`config.mk`:
```
export PLATFORM = sky130hd
export DESIGN_NAME = rcc_chip_ctrl
export DESIGN_NICKNAME = d
export VERILOG_FILES = /design/src/core/rcc_pkg.sv /design/src/core/rcc_rate_gen.sv /design/src/core/rcc_chip_ctrl.sv
export SDC_FILE = /design/constraint.sdc
export NUM_CORES = 1
export LEC_CHECK = 0
export BUFFER_PORTS_ARGS = -buffer_cell sky130_fd_sc_hd__buf_2
export CAP_MARGIN = 20
export CORE_UTILIZATION = 55
export DETAILED_ROUTE_END_ITERATION = 12
export PLACE_DENSITY = 0.78
export SYNTH_ARGS = -nofsm -noshare
export SYNTH_HDL_FRONTEND = slang
export SYNTH_SLANG_ARGS = --single-unit
```
`constraint.sdc`:
```
create_clock -name clock_i -period 8.1 [get_ports clock_i]
set_input_delay 1.62 -clock clock_i [delete_from_list [all_inputs] [get_ports clock_i]]
set_output_delay 1.62 -clock clock_i [all_outputs]
set_load 0.05 [all_outputs]
```
`src/core/rcc_pkg.sv`:
```
package rcc_pkg;

  // Fabric clock and line rates in kHz, and the fabric clock period in ns.
  localparam longint CLK_KHZ       = 40000;
  localparam longint T1_KHZ        = 1544;
  localparam longint E1_KHZ        = 2048;
  localparam int     CLK_PERIOD_NS = 25;

  // Reset and access timing.
  localparam int     RESET_MIN_NS     = 100;
  localparam int     RESET_MIN_CYCLES = (RESET_MIN_NS + CLK_PERIOD_NS - 1) / CLK_PERIOD_NS;
  localparam longint READY_TIME_US    = 2000;
  localparam int     READY_CYCLES     = int'(READY_TIME_US * CLK_KHZ / 64'd1000);

  // Host port and internal datapath widths.
  localparam int ADDR_W = 9;
  localparam int DATA_W = 8;
  localparam int FREQ_W = 14;
  localparam int BASE_W = 12;
  localparam int NCO_W  = 24;

  localparam logic [BASE_W-1:0] T1_BASE_KHZ = BASE_W'(T1_KHZ);
  localparam logic [BASE_W-1:0] E1_BASE_KHZ = BASE_W'(E1_KHZ);

  // Phase increments giving two ticks per line-rate period.
  localparam logic [NCO_W-1:0] NCO_INC_T1 = NCO_W'((64'd2 * T1_KHZ * (64'd1 << NCO_W)) / CLK_KHZ);
  localparam logic [NCO_W-1:0] NCO_INC_E1 = NCO_W'((64'd2 * E1_KHZ * (64'd1 << NCO_W)) / CLK_KHZ);

  // Register offsets.
  localparam logic [ADDR_W-1:0] OFS_GENERAL_PIN_CONTROL = 9'h006;
  localparam logic [ADDR_W-1:0] OFS_REF_OUT_LINK_SELECT = 9'h007;
  localparam logic [ADDR_W-1:0] OFS_REF_LOSS_FALLBACK   = 9'h03e;

  // Field positions.
  localparam int BIT_GP_PIN_DIRECTION   = 0;
  localparam int BIT_GP_PIN_LEVEL       = 2;
  localparam int BIT_FIRST_REF_LINK_SEL = 0;
  localparam int BIT_SECOND_REF_LINK_SEL = 3;
  localparam int BIT_REF_FALLBACK_HIGH  = 0;

  // Values after reset.
  localparam logic RST_GP_PIN_DIRECTION = 1'b0;
  localparam logic RST_GP_PIN_LEVEL     = 1'b0;
  localparam logic RST_REF_LINK_SEL     = 1'b0;
  localparam logic RST_FALLBACK_HIGH    = 1'b0;
  localparam logic RST_TEST_MODE        = 1'b1;

  typedef enum logic [1:0] {
    RCC_ST_WAIT = 2'b01,
    RCC_ST_OPEN = 2'b10
  } rcc_access_st_t;

endpackage

```
`src/core/rcc_rate_gen.sv`:
```
`timescale 1ns/1ps
module rcc_rate_gen #(
  parameter int W = 24
) (
  input  wire logic         clock_i,
  input  wire logic         rst_n_i,
  input  wire logic [W-1:0] inc_i,
  output logic              tick_o
);
  import rcc_pkg::*;

  logic [W-1:0] acc_r;
  logic [W:0]   sum_w;
  logic         tick_r;

  assign sum_w  = {1'b0, acc_r} + {1'b0, inc_i};
  assign tick_o = tick_r;

  // The carry out of the phase accumulator is the enable pulse; the fraction
  // left in the accumulator keeps the long-term rate exact.
  always_ff @(posedge clock_i or negedge rst_n_i) begin
    if (!rst_n_i) begin
      acc_r  <= '0;
      tick_r <= 1'b0;
    end else begin
      acc_r  <= sum_w[W-1:0];
      tick_r <= sum_w[W];
    end
  end

endmodule

```
`src/core/rcc_chip_ctrl.sv`:
```
`timescale 1ns/1ps
// Overview of operation
// - Top strap low means oscillator is multiple of 1.544 MHz, high 2.048 MHz.
// - Lower two straps give multiplier: 00 one, 01 two, 10 three, 11 four.
// - Generated clock output carries the line-rate clock, 1.544 or 2.048 MHz.
// - Without loss, first reference carries recovered clock of link chosen by link select bit 0.
// - Without loss, second reference carries recovered clock of link chosen by link select bit 3.
// - On loss, each reference carries master clock or steady high per fallback register bit 0.
// - Master clock is derived from the fabric clock, 2.048 MHz E1 or 1.544 MHz T1 per the top strap.
// - Reset low longer than 100 ns resets the whole device.
// - Registers open to the host only 2 ms after reset ends.
// - Bit 0 of the general pin control register sets general pin direction.
// - Bit 2 of general pin control reads pin level as input, sets it as output.
// - High transmit tristate input puts all line transmit pairs in high impedance.
// - Interrupt output stays low until all active unmasked indications clear.
// - Chip select high after power-up clears the internal test modes.
// - Oscillator frequency is interpreted from the three clock-select straps.
module rcc_chip_ctrl #(
  parameter int NUM_LINKS      = 2,
  parameter int NUM_INT        = 8,
  parameter int READY_CYCLES_P = rcc_pkg::READY_CYCLES
) (
  input  wire logic                        clock_i,
  input  wire logic                        nrst_i,
  input  wire logic [2:0]                  clk_sel_i,
  output logic [rcc_pkg::FREQ_W-1:0]       osc_freq_khz_o,
  output logic                             line_is_e1_o,
  output logic                             generated_clock_out_o,
  input  wire logic [NUM_LINKS-1:0]        rec_clk_i,
  input  wire logic [NUM_LINKS-1:0]        loss_of_signal_i,
  output logic                             ref_out_first_o,
  output logic                             ref_out_second_o,
  input  wire logic                        cs_n_i,
  input  wire logic                        rd_n_i,
  input  wire logic                        wr_n_i,
  input  wire logic [rcc_pkg::ADDR_W-1:0]  addr_i,
  input  wire logic [rcc_pkg::DATA_W-1:0]  data_i,
  output logic [rcc_pkg::DATA_W-1:0]       data_o,
  output logic                             data_oe_o,
  input  wire logic                        gp_pin_i,
  output logic                             gp_pin_o,
  output logic                             gp_pin_oe_o,
  input  wire logic                        line_tx_tristate_i,
  output logic [NUM_LINKS-1:0]             line_tx_pair_oe_o,
  input  wire logic [NUM_INT-1:0]          int_src_i,
  output logic                             int_n_o,
  output logic                             int_n_oe_o,
  output logic                             test_mode_o,
  output logic                             regs_ready_o
);
  import rcc_pkg::*;

  localparam int SYNC_W = ADDR_W + DATA_W + 3 + 2 * NUM_LINKS + 5;
  localparam int CNT_W  = $clog2(READY_CYCLES_P + 1);

  logic [1:0]              rst_q_r;
  logic                    rst_n;
  logic [SYNC_W-1:0]       meta_r;
  logic [SYNC_W-1:0]       sync_r;
  logic [ADDR_W-1:0]       addr_s;
  logic [DATA_W-1:0]       wdata_s;
  logic [2:0]              clk_sel_s;
  logic [NUM_LINKS-1:0]    rec_s;
  logic [NUM_LINKS-1:0]    los_s;
  logic                    cs_s;
  logic                    rd_s;
  logic                    wr_s;
  logic                    gp_in_s;
  logic                    tx_hiz_s;
  logic                    cs_idle_w;
  logic                    wr_prev_r;
  logic                    wr_take_w;
  rcc_access_st_t          st_r;
  rcc_access_st_t          st_nxt;
  logic [CNT_W-1:0]        cnt_r;
  logic                    ready_w;
  logic                    gp_dir_r;
  logic                    gp_level_r;
  logic                    ref1_sel_r;
  logic                    ref2_sel_r;
  logic                    fb_high_r;
  logic                    test_mode_r;
  logic [DATA_W-1:0]       data_r;
  logic                    data_oe_r;
  logic [DATA_W-1:0]       rd_mux_w;
  logic                    gp_level_rd_w;
  logic [2:0]              osc_mult_w;
  logic [BASE_W-1:0]       osc_base_w;
  logic [FREQ_W-1:0]       osc_khz_w;
  logic [FREQ_W-1:0]       osc_khz_r;
  logic [NCO_W-1:0]        nco_inc_w;
  logic                    tick_w;
  logic                    mclk_r;
  logic                    fallback_w;
  logic                    los1_w;
  logic                    los2_w;
  logic                    ref1_r;
  logic                    ref2_r;
  logic                    gp_oe_r;
  logic                    gp_out_r;
  logic [NUM_LINKS-1:0]    tx_oe_r;
  logic                    int_oe_r;

  // Any low level resets at once; release is synchronised to the clock.
  always_ff @(posedge clock_i or negedge nrst_i) begin
    if (!nrst_i) begin
      rst_q_r <= 2'h0;
    end else begin
      rst_q_r <= {rst_q_r[0], 1'b1};
    end
  end
  assign rst_n = rst_q_r[1];

  // Pins other than nrst_i and int_src_i come through this synchroniser; only sync_r is read further on.
  always_ff @(posedge clock_i or negedge rst_n) begin
    if (!rst_n) begin
      meta_r <= '1;
      sync_r <= '1;
    end else begin
      meta_r <= {addr_i, data_i, clk_sel_i, rec_clk_i, loss_of_signal_i,
                 cs_n_i, rd_n_i, wr_n_i, gp_pin_i, line_tx_tristate_i};
      sync_r <= meta_r;
    end
  end
  assign {addr_s, wdata_s, clk_sel_s, rec_s, los_s, cs_s, rd_s, wr_s, gp_in_s, tx_hiz_s} = sync_r;

  // Oscillator frequency from the straps.
  assign osc_mult_w = {1'b0, clk_sel_s[1:0]} + 3'h1;
  assign osc_base_w = clk_sel_s[2] ? E1_BASE_KHZ : T1_BASE_KHZ;
  assign osc_khz_w  = FREQ_W'(osc_mult_w) * FREQ_W'(osc_base_w);

  // Master clock rate follows the base family of the oscillator.
  assign nco_inc_w = clk_sel_s[2] ? NCO_INC_E1 : NCO_INC_T1;

  rcc_rate_gen #(
    .W (NCO_W)
  ) u_rate_gen (
    .clock_i (clock_i),
    .rst_n_i (rst_n),
    .inc_i   (nco_inc_w),
    .tick_o  (tick_w)
  );

  // Register access opens only after the settle interval.
  always_comb begin
    st_nxt = st_r;
    case (st_r)
      RCC_ST_WAIT: begin
        if (cnt_r == CNT_W'(READY_CYCLES_P - 1)) begin
          st_nxt = RCC_ST_OPEN;
        end
      end
      RCC_ST_OPEN: st_nxt = RCC_ST_OPEN;
      default:     st_nxt = RCC_ST_WAIT;
    endcase
  end
  assign ready_w = (st_r == RCC_ST_OPEN);

  always_ff @(posedge clock_i or negedge rst_n) begin
    if (!rst_n) begin
      st_r  <= RCC_ST_WAIT;
      cnt_r <= '0;
    end else begin
      st_r  <= st_nxt;
      cnt_r <= (st_r == RCC_ST_WAIT) ? cnt_r + CNT_W'(1) : cnt_r;
    end
  end

  // A write lands on the rising write strobe while chip select is low.
  assign wr_take_w = !wr_prev_r && wr_s && !cs_s && ready_w;

  // The synchroniser shows its reset level for two cycles after reset; that level
  // is not a chip select seen high and must not clear the test mode.
  assign cs_idle_w = cs_s && (ready_w || cnt_r >= CNT_W'(2));

  always_ff @(posedge clock_i or negedge rst_n) begin
    if (!rst_n) begin
      wr_prev_r   <= 1'b1;
      gp_dir_r    <= RST_GP_PIN_DIRECTION;
      gp_level_r  <= RST_GP_PIN_LEVEL;
      ref1_sel_r  <= RST_REF_LINK_SEL;
      ref2_sel_r  <= RST_REF_LINK_SEL;
      fb_high_r   <= RST_FALLBACK_HIGH;
      test_mode_r <= RST_TEST_MODE;
    end else begin
      wr_prev_r <= wr_s;
      if (cs_idle_w) begin
        test_mode_r <= 1'b0;
      end
      if (wr_take_w && addr_s == OFS_GENERAL_PIN_CONTROL) begin
        gp_dir_r   <= wdata_s[BIT_GP_PIN_DIRECTION];
        gp_level_r <= wdata_s[BIT_GP_PIN_LEVEL];
      end
      if (wr_take_w && addr_s == OFS_REF_OUT_LINK_SELECT) begin
        ref1_sel_r <= wdata_s[BIT_FIRST_REF_LINK_SEL];
        ref2_sel_r <= wdata_s[BIT_SECOND_REF_LINK_SEL];
      end
      if (wr_take_w && addr_s == OFS_REF_LOSS_FALLBACK) begin
        fb_high_r <= wdata_s[BIT_REF_FALLBACK_HIGH];
      end
    end
  end

  // As an input the level bit shows the pin, as an output the stored value.
  assign gp_level_rd_w = gp_dir_r ? gp_level_r : gp_in_s;

  always_comb begin
    rd_mux_w = '0;
    case (addr_s)
      OFS_GENERAL_PIN_CONTROL: begin
        rd_mux_w[BIT_GP_PIN_DIRECTION] = gp_dir_r;
        rd_mux_w[BIT_GP_PIN_LEVEL]     = gp_level_rd_w;
      end
      OFS_REF_OUT_LINK_SELECT: begin
        rd_mux_w[BIT_FIRST_REF_LINK_SEL]  = ref1_sel_r;
        rd_mux_w[BIT_SECOND_REF_LINK_SEL] = ref2_sel_r;
      end
      OFS_REF_LOSS_FALLBACK: rd_mux_w[BIT_REF_FALLBACK_HIGH] = fb_high_r;
      default: rd_mux_w = '0;
    endcase
  end

  // Loss is judged on the link each output currently uses.
  assign los1_w     = los_s[ref1_sel_r];
  assign los2_w     = los_s[ref2_sel_r];
  assign fallback_w = fb_high_r ? 1'b1 : mclk_r;

  always_ff @(posedge clock_i or negedge rst_n) begin
    if (!rst_n) begin
      data_r    <= '0;
      data_oe_r <= 1'b0;
      osc_khz_r <= '0;
      mclk_r    <= 1'b0;
      ref1_r    <= 1'b1;
      ref2_r    <= 1'b1;
      gp_oe_r   <= 1'b0;
      gp_out_r  <= 1'b0;
      tx_oe_r   <= '0;
      int_oe_r  <= 1'b0;
    end else begin
      data_r    <= rd_mux_w;
      data_oe_r <= !cs_s && !rd_s && ready_w;
      osc_khz_r <= osc_khz_w;
      mclk_r    <= tick_w ? !mclk_r : mclk_r;
      ref1_r    <= los1_w ? fallback_w : rec_s[ref1_sel_r];
      ref2_r    <= los2_w ? fallback_w : rec_s[ref2_sel_r];
      gp_oe_r   <= gp_dir_r;
      gp_out_r  <= gp_level_r;
      tx_oe_r   <= {NUM_LINKS{!tx_hiz_s}};
      int_oe_r  <= |int_src_i;
    end
  end

  assign osc_freq_khz_o        = osc_khz_r;
  assign line_is_e1_o          = clk_sel_s[2];
  assign generated_clock_out_o = mclk_r;
  assign ref_out_first_o       = ref1_r;
  assign ref_out_second_o      = ref2_r;
  assign data_o                = data_r;
  assign data_oe_o             = data_oe_r;
  assign gp_pin_o              = gp_out_r;
  assign gp_pin_oe_o           = gp_oe_r;
  assign line_tx_pair_oe_o     = tx_oe_r;
  // Open drain: the pad is only ever pulled low.
  assign int_n_o               = 1'b0;
  assign int_n_oe_o            = int_oe_r;
  assign test_mode_o           = test_mode_r;
  assign regs_ready_o          = ready_w;
endmodule

```
* After elaboration in Yosys (flattened, before gate mapping)
Index checks and enable logic that the tools add are counted.
** Storage, ports and cells
- Output and inout bits :: 35
- Logic and storage cells :: 73
- Register bits :: 136
- Bits in latches :: 0
- Memory bits (read-only) :: 0
- Memory bits (writable) :: 0
- Memories kept :: 0
** Operators by class
- Bitwise logic cells :: 0
- Div/mod/pow operators :: 0
- Eq/ne operators :: 7
- Multiplexer cells :: 19
- $add $sub $neg :: 3
- Shift-type cells :: 0
- $mul :: 1
- Order comparisons :: 3
- Reductions and logical operators :: 16
** Operator list (count)
- $add A24 B21 Y25 :: 1
- $mux W20 :: 1
- $eq A9 B3 Y1 const B :: 2
- $add A17 B1 Y17 const B :: 1
- $eq A17 B17 Y1 const B :: 1
- $ge A17 B2 Y1 const B :: 1
- $mul A3 B12 Y14 :: 1
- $mux W1 :: 14
- $mux W12 :: 1
- $eq A9 B6 Y1 const B :: 1
- $logic_and A1 B1 Y1 :: 9
- $reduce_or A8 Y1 :: 1
- $logic_not A1 Y1 :: 5
- $lt A1 B2 Y1 const B :: 2
- $pmux W2 S2 :: 1
- $add A2 B1 Y3 const B :: 1
- $pmux W1 S3 :: 1
- $eq A2 B1 Y1 const B :: 1
- $eq A2 B2 Y1 const B :: 1
- $mux W2 :: 1
- $ne A2 B2 Y1 const B :: 1
- $logic_or A1 B1 Y1 :: 1

* Longest topological paths before layout
Gate-level depths: netlist of run 1.
- Word-level depth :: 5
- Gate-level depth with buffers :: 10
- Gate-level depth less buffers :: 10

* Cells and area by module
A second synthesis of run 1 with hierarchy kept.
** Second synthesis, totals
- Cell total of the unflattened synthesis :: 422
- Area, all modules :: 5335.1 sq um
** Modules (own cells, without submodules)
- rcc_chip_ctrl :: cells an instance 225, area an instance 3457.1 sq um, sequential area each 2418.6 sq um, times used 1
- rcc_rate_gen :: cells an instance 197, area an instance 1878.1 sq um, sequential area each 625.6 sq um, times used 1

* Least setup slack after synthesis of run 1
Ideal clock, no wire load.
- Kind :: register to register
- Start :: reg sync_r[11]
- End :: reg u_rate_gen.acc_r[20]
- Cell stages (with the launch flop) :: 9
- Path buffers :: 0
- Data arrival time :: 2.493 ns
- Required time :: 7.974 ns
- Slack :: 5.481 ns
- Period minus slack after synthesis :: 2.619 ns
- Cells stage by stage :: dfstp_2 inv_1 fa_1 nand4b_1 a21oi_2 a311oi_1 o21ai_1 a31oi_1 xnor2_1
** On the way
- Longest elaborated chain between the ends :: 2
** RTL lines
- start: declaration :: RTL line rcc_chip_ctrl.sv:59 : logic [SYNC_W-1:0] sync_r;
- start signal: assignment :: RTL line rcc_chip_ctrl.sv:122 : sync_r <= meta_r;
- $mux W20 :: RTL line rcc_chip_ctrl.sv:133 : assign nco_inc_w = clk_sel_s[2] ? NCO_INC_E1 : NCO_INC_T1;
- $add A24 B21 Y25 :: RTL line rcc_rate_gen.sv:16 : assign sum_w = {1'b0, acc_r} + {1'b0, inc_i};
- via u_rate_gen.sum_w[20] :: RTL line rcc_rate_gen.sv:13 : logic [W:0] sum_w;
- end signal: assignment :: RTL line rcc_rate_gen.sv:26 : acc_r <= sum_w[W-1:0];
- end: declaration :: RTL line rcc_rate_gen.sv:12 : logic [W-1:0] acc_r;
The timed path passes the listed nets, and every way through them passes these cells.
A chain may end at the register's enable or synchronous reset.

* Worst setup path in the final report of run 1
- Start :: reg sync_r[11]
- End :: out line_is_e1_o
** RTL lines
- end: declaration :: RTL line rcc_chip_ctrl.sv:27 : output logic line_is_e1_o,
No word-level cell between the ends.

==> results of run 1 <==
==> synth_stat cells, types with 2 or more instances <==
cell      count  area, um^2
nor2b_1       4       25.02
o21a_1        2       15.01
buf_4        14       105.1
conb_1        2       7.510
a21o_1        3       22.52
nor2_1       20       75.07
xnor2_1      19       166.4
fa_1          3       60.06
nand2b_1      3       18.77
clkbuf_1      2       7.510
mux2_2        3       33.78
a21oi_2       3       26.28
nand4b_1      2       17.52
xor2_1       16       140.1
o21ai_1       2       10.01
nor3_1       10       50.05
or3_1         2       12.51
mux2i_1       4       40.04
inv_1        17       63.81
nand2_1      36       135.1
a21oi_1       8       40.04
nand4_1       8       50.05
nand3_1      10       50.05
dfrtp_1      66        1652
o21ai_0      12       60.06
dfstp_2      53        1393
nor4_1        6       37.54
ha_1         18       225.2
or2_2         2       12.51
o211ai_1      2       15.01
and3_1        7       43.79
==> sequential cells by signal, summed over array words and instances, names as in the netlist, 2 cells and up <==
register / flops
cnt_r: 17
data_o: 3
meta_r: 24
osc_freq_khz_o: 7
rst_q_r: 2
st_r: 2
sync_r: 24
u_rate_gen.acc_r: 24
==> power breakdown <==
part           switching (W)  internal (W)  leakage [nW]
registers          0.0000712      0.000699          1.38
clock network       0.000276      0.000477         0.297
logic               0.000275      0.000185          1.03
==> through the flow <==
stage               utilization  instances  power, W  setup WS [ps]  cell area (um^2)
floorplan                     -        393  0.001140           4632              4872
global placement         0.6208        538  0.001211           5300              5177
detailed placement       0.6208        538  0.001231           5228              5177
CTS                      0.6935        570  0.001999           4905              5784
global route             0.6935        570  0.002094           4872              5784
finish                   0.6935        570  0.001982           4920              5784
==> cells in the final DEF, fill, tap and decap left out, types with 7 or more instances in the layout <==
| cell type | synthesis | layout |
|---|---|---|
| a21oi_1 | 8 | 8 |
| and3_1 | 7 | 7 |
| buf_2 | 1 | 56 |
| clkbuf_16 | 0 | 16 |
| conb_1 | 2 | 13 |
| dfrtp_1 | 66 | 65 |
| dfstp_2 | 53 | 53 |
| ha_1 | 18 | 18 |
| inv_1 | 17 | 17 |
| nand2_1 | 36 | 36 |
| nand3_1 | 10 | 10 |
| nand4_1 | 8 | 8 |
| nor2_1 | 20 | 20 |
| nor3_1 | 10 | 10 |
| o21ai_0 | 12 | 12 |
| xnor2_1 | 19 | 19 |
| xor2_1 | 16 | 16 |
==> per-layer routing <==
metal,part of all wire,track usage
met5,0,0
met4,0.023,0.09080
met3,0.041,0.06477
met2,0.52,0.3524
met1,0.41,0.2260
==> worst max path at each step <==
stage                     from                 to  slack, ps  depth (start not counted)
global route           st_r[0]       regs_ready_o       4870                          3
finish              sync_r[11]       line_is_e1_o       4920                          1
floorplan           rst_q_r[1]           cnt_r[0]       4630                          0
detailed placement  sync_r[11]  u_rate_gen.tick_o       5230                         10
CTS                    st_r[0]       regs_ready_o       4900                          3
global placement    sync_r[11]  u_rate_gen.tick_o       5300                         10
==> final cells by class <==
type                    count  area share
clock buffers              18     0.07225
clock inverters            14     0.03266
inverters                  17     0.01103
multi-input cells         240      0.2847
flip-flops and latches    119      0.5269
well taps                 105     0.02271
repair buffers             57     0.04975
==> cells by family after synthesis <==
logic type      Yosys count  synth area share
flops                   119            0.6301
simple gates            116            0.1212
compound gates           48           0.07174
xor+xnor                 35           0.06345
buf+inv                  34           0.03755
fa+ha+maj                21           0.05905
mux                       7           0.01528
other cells               2          0.001555
==> results.ini, run 1 <==
[clocking]
h-tree-depth=4
cts_inserted_buffers=17
clk_latency_ps=510
tritoncts=done
cts.path.max_buffers=2
path_clk_slew_ps=60
postCtsSetupRepairBufs=0
ctsResizeCount=0
cts_sinks=119
ctsHoldBuffers=0
root_buffer=clkbuf_8

[yosys]
synth_cells=382
async_reset_ff_frac=1.000
synth_ff_type=dfrtp_1
ys_seq_elements=119
syn_avg_cell_area_um2=12.65
synth-seq-area-share=0.6301
synthDistinctLibCells=54
synth_warnings=0
syn_area_um2=4831
synth_edf_count=0

[routing]
routedWlPerCell_um=14.43
routed_wl_mm=8.227
vias=2980
antenna_left=0
via_per_inst=5.228
dr.pass1.iters=4
drc=0
drt_iter0_drc=109

[setup_path]
crit_type=flip-flop to output port
required_ps=6480
endpoint_kind=output port
slowest_stage=dfstp_2
start_kind=flip-flop
r2r_setup_slack_ps=5170
path_max_fanout=13
critPathMaxStageDelay_ps=720
crit-reg2reg-launch=sync_r[11]
cp_data_arrival_time_ps=1560
worstPathBufferInverterCount=1
crit_family=flip-flops
r2r_end=u_rate_gen.tick_o
path_cells=buf_2
reg2regPathDepth=10

[pwr]
power_leakage_nw=2.702
max-vdd-ir-drop_uv=213.3
powerDensity_nw_per_um2=342.7

[sta]
fmax_mhz=314.5
worst_slew_pin_slew_ps=718.2
rsz0062_at_grt=false
post-route-period-util=0.3926
period_needed_ps=3180
drv_slew=0
clock_skew_ps=6.506
fin_tns_setup_ps=0
relSlewSlack=0.5212
holdWs_ps=352.4
hold_viol_final=0
setup_violations=0

[global_route]
grt_max_degree=61
grt_pass1_wl_mm=13.77
track_usage=0.2022
first_global_vias=3131
gr-total-overflow=0
antenna_found_initial=0

[die]
die_area_um2=9162
die_w_um=95.72
fp.coreArea_um2=8341
initial_core_util=0.5792
rows=33
die_h_um=95.72
num_io_pins=74

[status]
status=finished, final reports clean

[hold_path]
hold_depth=0
whs_endpoint=sync_r[21]
hold_class=flip-flop to flip-flop
hp-start=meta_r[21]

[layout]
multiInputGateArea_um2=1647
n_fill_cell=559
seq_area_um2=3048
diodes=0
drive_above_1_share=0.3419
areaGrowthSynthToFinish_pct=19.74
nets=512

[placement]
dp_hpwl_mm=5.398
gp_congestion=0.8645
io_buffer_count=56

[job]
maxCapViolCount=0

Note: power is estimated with default switching activity, not from simulation.
==> run 2, diff against run 1 <==
==> constraint.sdc (replaced) <==
create_clock -name clock_i -period 3.3 [get_ports clock_i]
set_input_delay 0.66 -clock clock_i [delete_from_list [all_inputs] [get_ports clock_i]]
set_output_delay 0.66 -clock clock_i [all_outputs]
set_load 0.05 [all_outputs]
==> results.ini, run 2 (synthesized netlist as in run 1, its figures left out) <==
[pwr]
power_leakage_nw=2.724
max-vdd-ir-drop_uv=569.2
powerDensity_nw_per_um2=857.4
total_power_w=0.004998

[global_route]
grt_use_met2=0.3768
grt.busiest_layer=met2
grtUsageMet3=0.07820
first_global_vias=3160
grt_max_degree=91
antenna_found_initial=0
grt_pass1_wl_mm=15.00
track_usage=0.2257
gr-total-overflow=0
use_met1=0.2588

[die]
rows=33
die_h_um=95.72
num_io_pins=74
die_area_um2=9162
die_w_um=95.72
fp.coreArea_um2=8341
initial_core_util=0.5792

[setup_path]
r2r_setup_slack_ps=380
reg2regPathDepth=8
r2r_end=u_rate_gen.acc_r[20]
crit-reg2reg-launch=sync_r[11]
endpoint_kind=flip-flop
crit_type=flip-flop to flip-flop
start_kind=flip-flop
cp_data_arrival_time_ps=3310
required_ps=3690
path_max_fanout=13

[status]
status=finished, final reports clean

[layout]
fin_area_um2=5829
layout_common_cells=dfrtp_1, buf_2, dfstp_2, nand2_1, nor2_1
final_common_cell=dfrtp_1
nets=513
areaGrowthSynthToFinish_pct=20.67
reg_top3=meta_r: 24 flops, sync_r: 24 flops, u_rate_gen.acc_r: 24 flops
diodes=0
drive_above_1_share=0.3433

[sta]
rsz0062_at_grt=false
period_needed_ps=2917
fin_ws_ps=383.4
clock_skew_ps=5.579
post-route-period-util=0.8838
hold_viol_final=0
setup_violations=0
fmax_mhz=342.9
worst_slew_pin_slew_ps=657.4
fin_tns_setup_ps=0
drv_slew=0
holdWs_ps=234.4
relSlewSlack=0.5560

[clocking]
root_buffer=clkbuf_8
postCtsSetupRepairBufs=0
cts_inserted_buffers=17
h-tree-depth=4
cts_sinks=119
ctsResizeCount=0
cts.path.max_buffers=2
clk_latency_ps=520
path_clk_slew_ps=60
ctsHoldBuffers=1
tritoncts=done

[placement]
dp_hpwl_mm=5.434
dpl_cell_area_um2=5190
place_ws_ps=493.4
gp_congestion=0.8856
io_buffer_count=56

[routing]
vias=3047
routed_wl_mm=8.938
routedWlPerCell_um=15.65
via_per_inst=5.336
dr.pass1.iters=4
drt_iter0_drc=131
antenna_left=0
drc=0

[hold_path]
hold_depth=1
whs_endpoint=meta_r[6]
hp-start=loss_of_signal_i[1]
hold_class=primary input to flip-flop

[job]
maxCapViolCount=0

==> run 2: changes by cell type in the layout (fill, tap and decap cells not counted), sizes merged <==
cell	delta
clkinv	-1
inv	+1
bufinv	+1
dlygate4sd3	+1
clkbuf	-1
==> run 2: worst max path at each step <==
| stage | start | endpoint | slack (ps) | cells after the start |
|---|---|---|---|---|
| 3_5_place_dp | sync_r[11] | u_rate_gen.acc_r[20] | 490 | 8 |
| 5_1_grt | sync_r[11] | u_rate_gen.acc_r[20] | 160 | 10 |
| 3_3_place_gp | sync_r[11] | u_rate_gen.tick_o | 560 | 10 |
| 6_report | sync_r[11] | u_rate_gen.acc_r[20] | 380 | 8 |
| 4_1_cts | sync_r[11] | u_rate_gen.acc_r[20] | 410 | 8 |
| 2_1_floorplan | sync_r[11] | u_rate_gen.acc_r[20] | 680 | 8 |
==> run 2: layout make-up <==
class / instances / area, um^2
fillers: 558 / 2511
clock inverters: 15 / 215.2
inverters: 17 / 63.81
clock buffers: 17 / 414.1
well taps: 105 / 131.4
flip-flops and latches: 119 / 3048
repair buffers: 58 / 310.3
multi-input cells: 240 / 1647
==> run 2: stage by stage <==
stage / instances / utilization
floorplan: 393 / -
global placement: 538 / 0.6223
detailed placement: 538 / 0.6223
CTS: 571 / 0.6989
global route: 571 / 0.6989
finish: 571 / 0.6989
==> run 2: routing by layer <==
layer,part of all wire,wire [um]
met5,0,0
met2,0.52,4684
met4,0.024,214
met3,0.042,374
met1,0.41,3665
==> run 2: power by group <==
part / switching, W / total [W] / internal [W] / leakage (nW)
sequential: 0.000173 / 0.00189 / 0.00172 / 1.38
clock: 0.000702 / 0.00195 / 0.00125 / 0.310
combinational: 0.000704 / 0.00116 / 0.000458 / 1.04
total: 0.00158 / 0.00500 / 0.00342 / 2.72
==> run 2: worst max-delay path, stage by stage, from the launching register on <==
cell	delay [ps]
dfstp_2	720
inv_1	230
fa_1	530
nand4b_1	260
a21oi_2	310
a311oi_1	160
o21ai_1	260
a31oi_1	170
xnor2_1	150
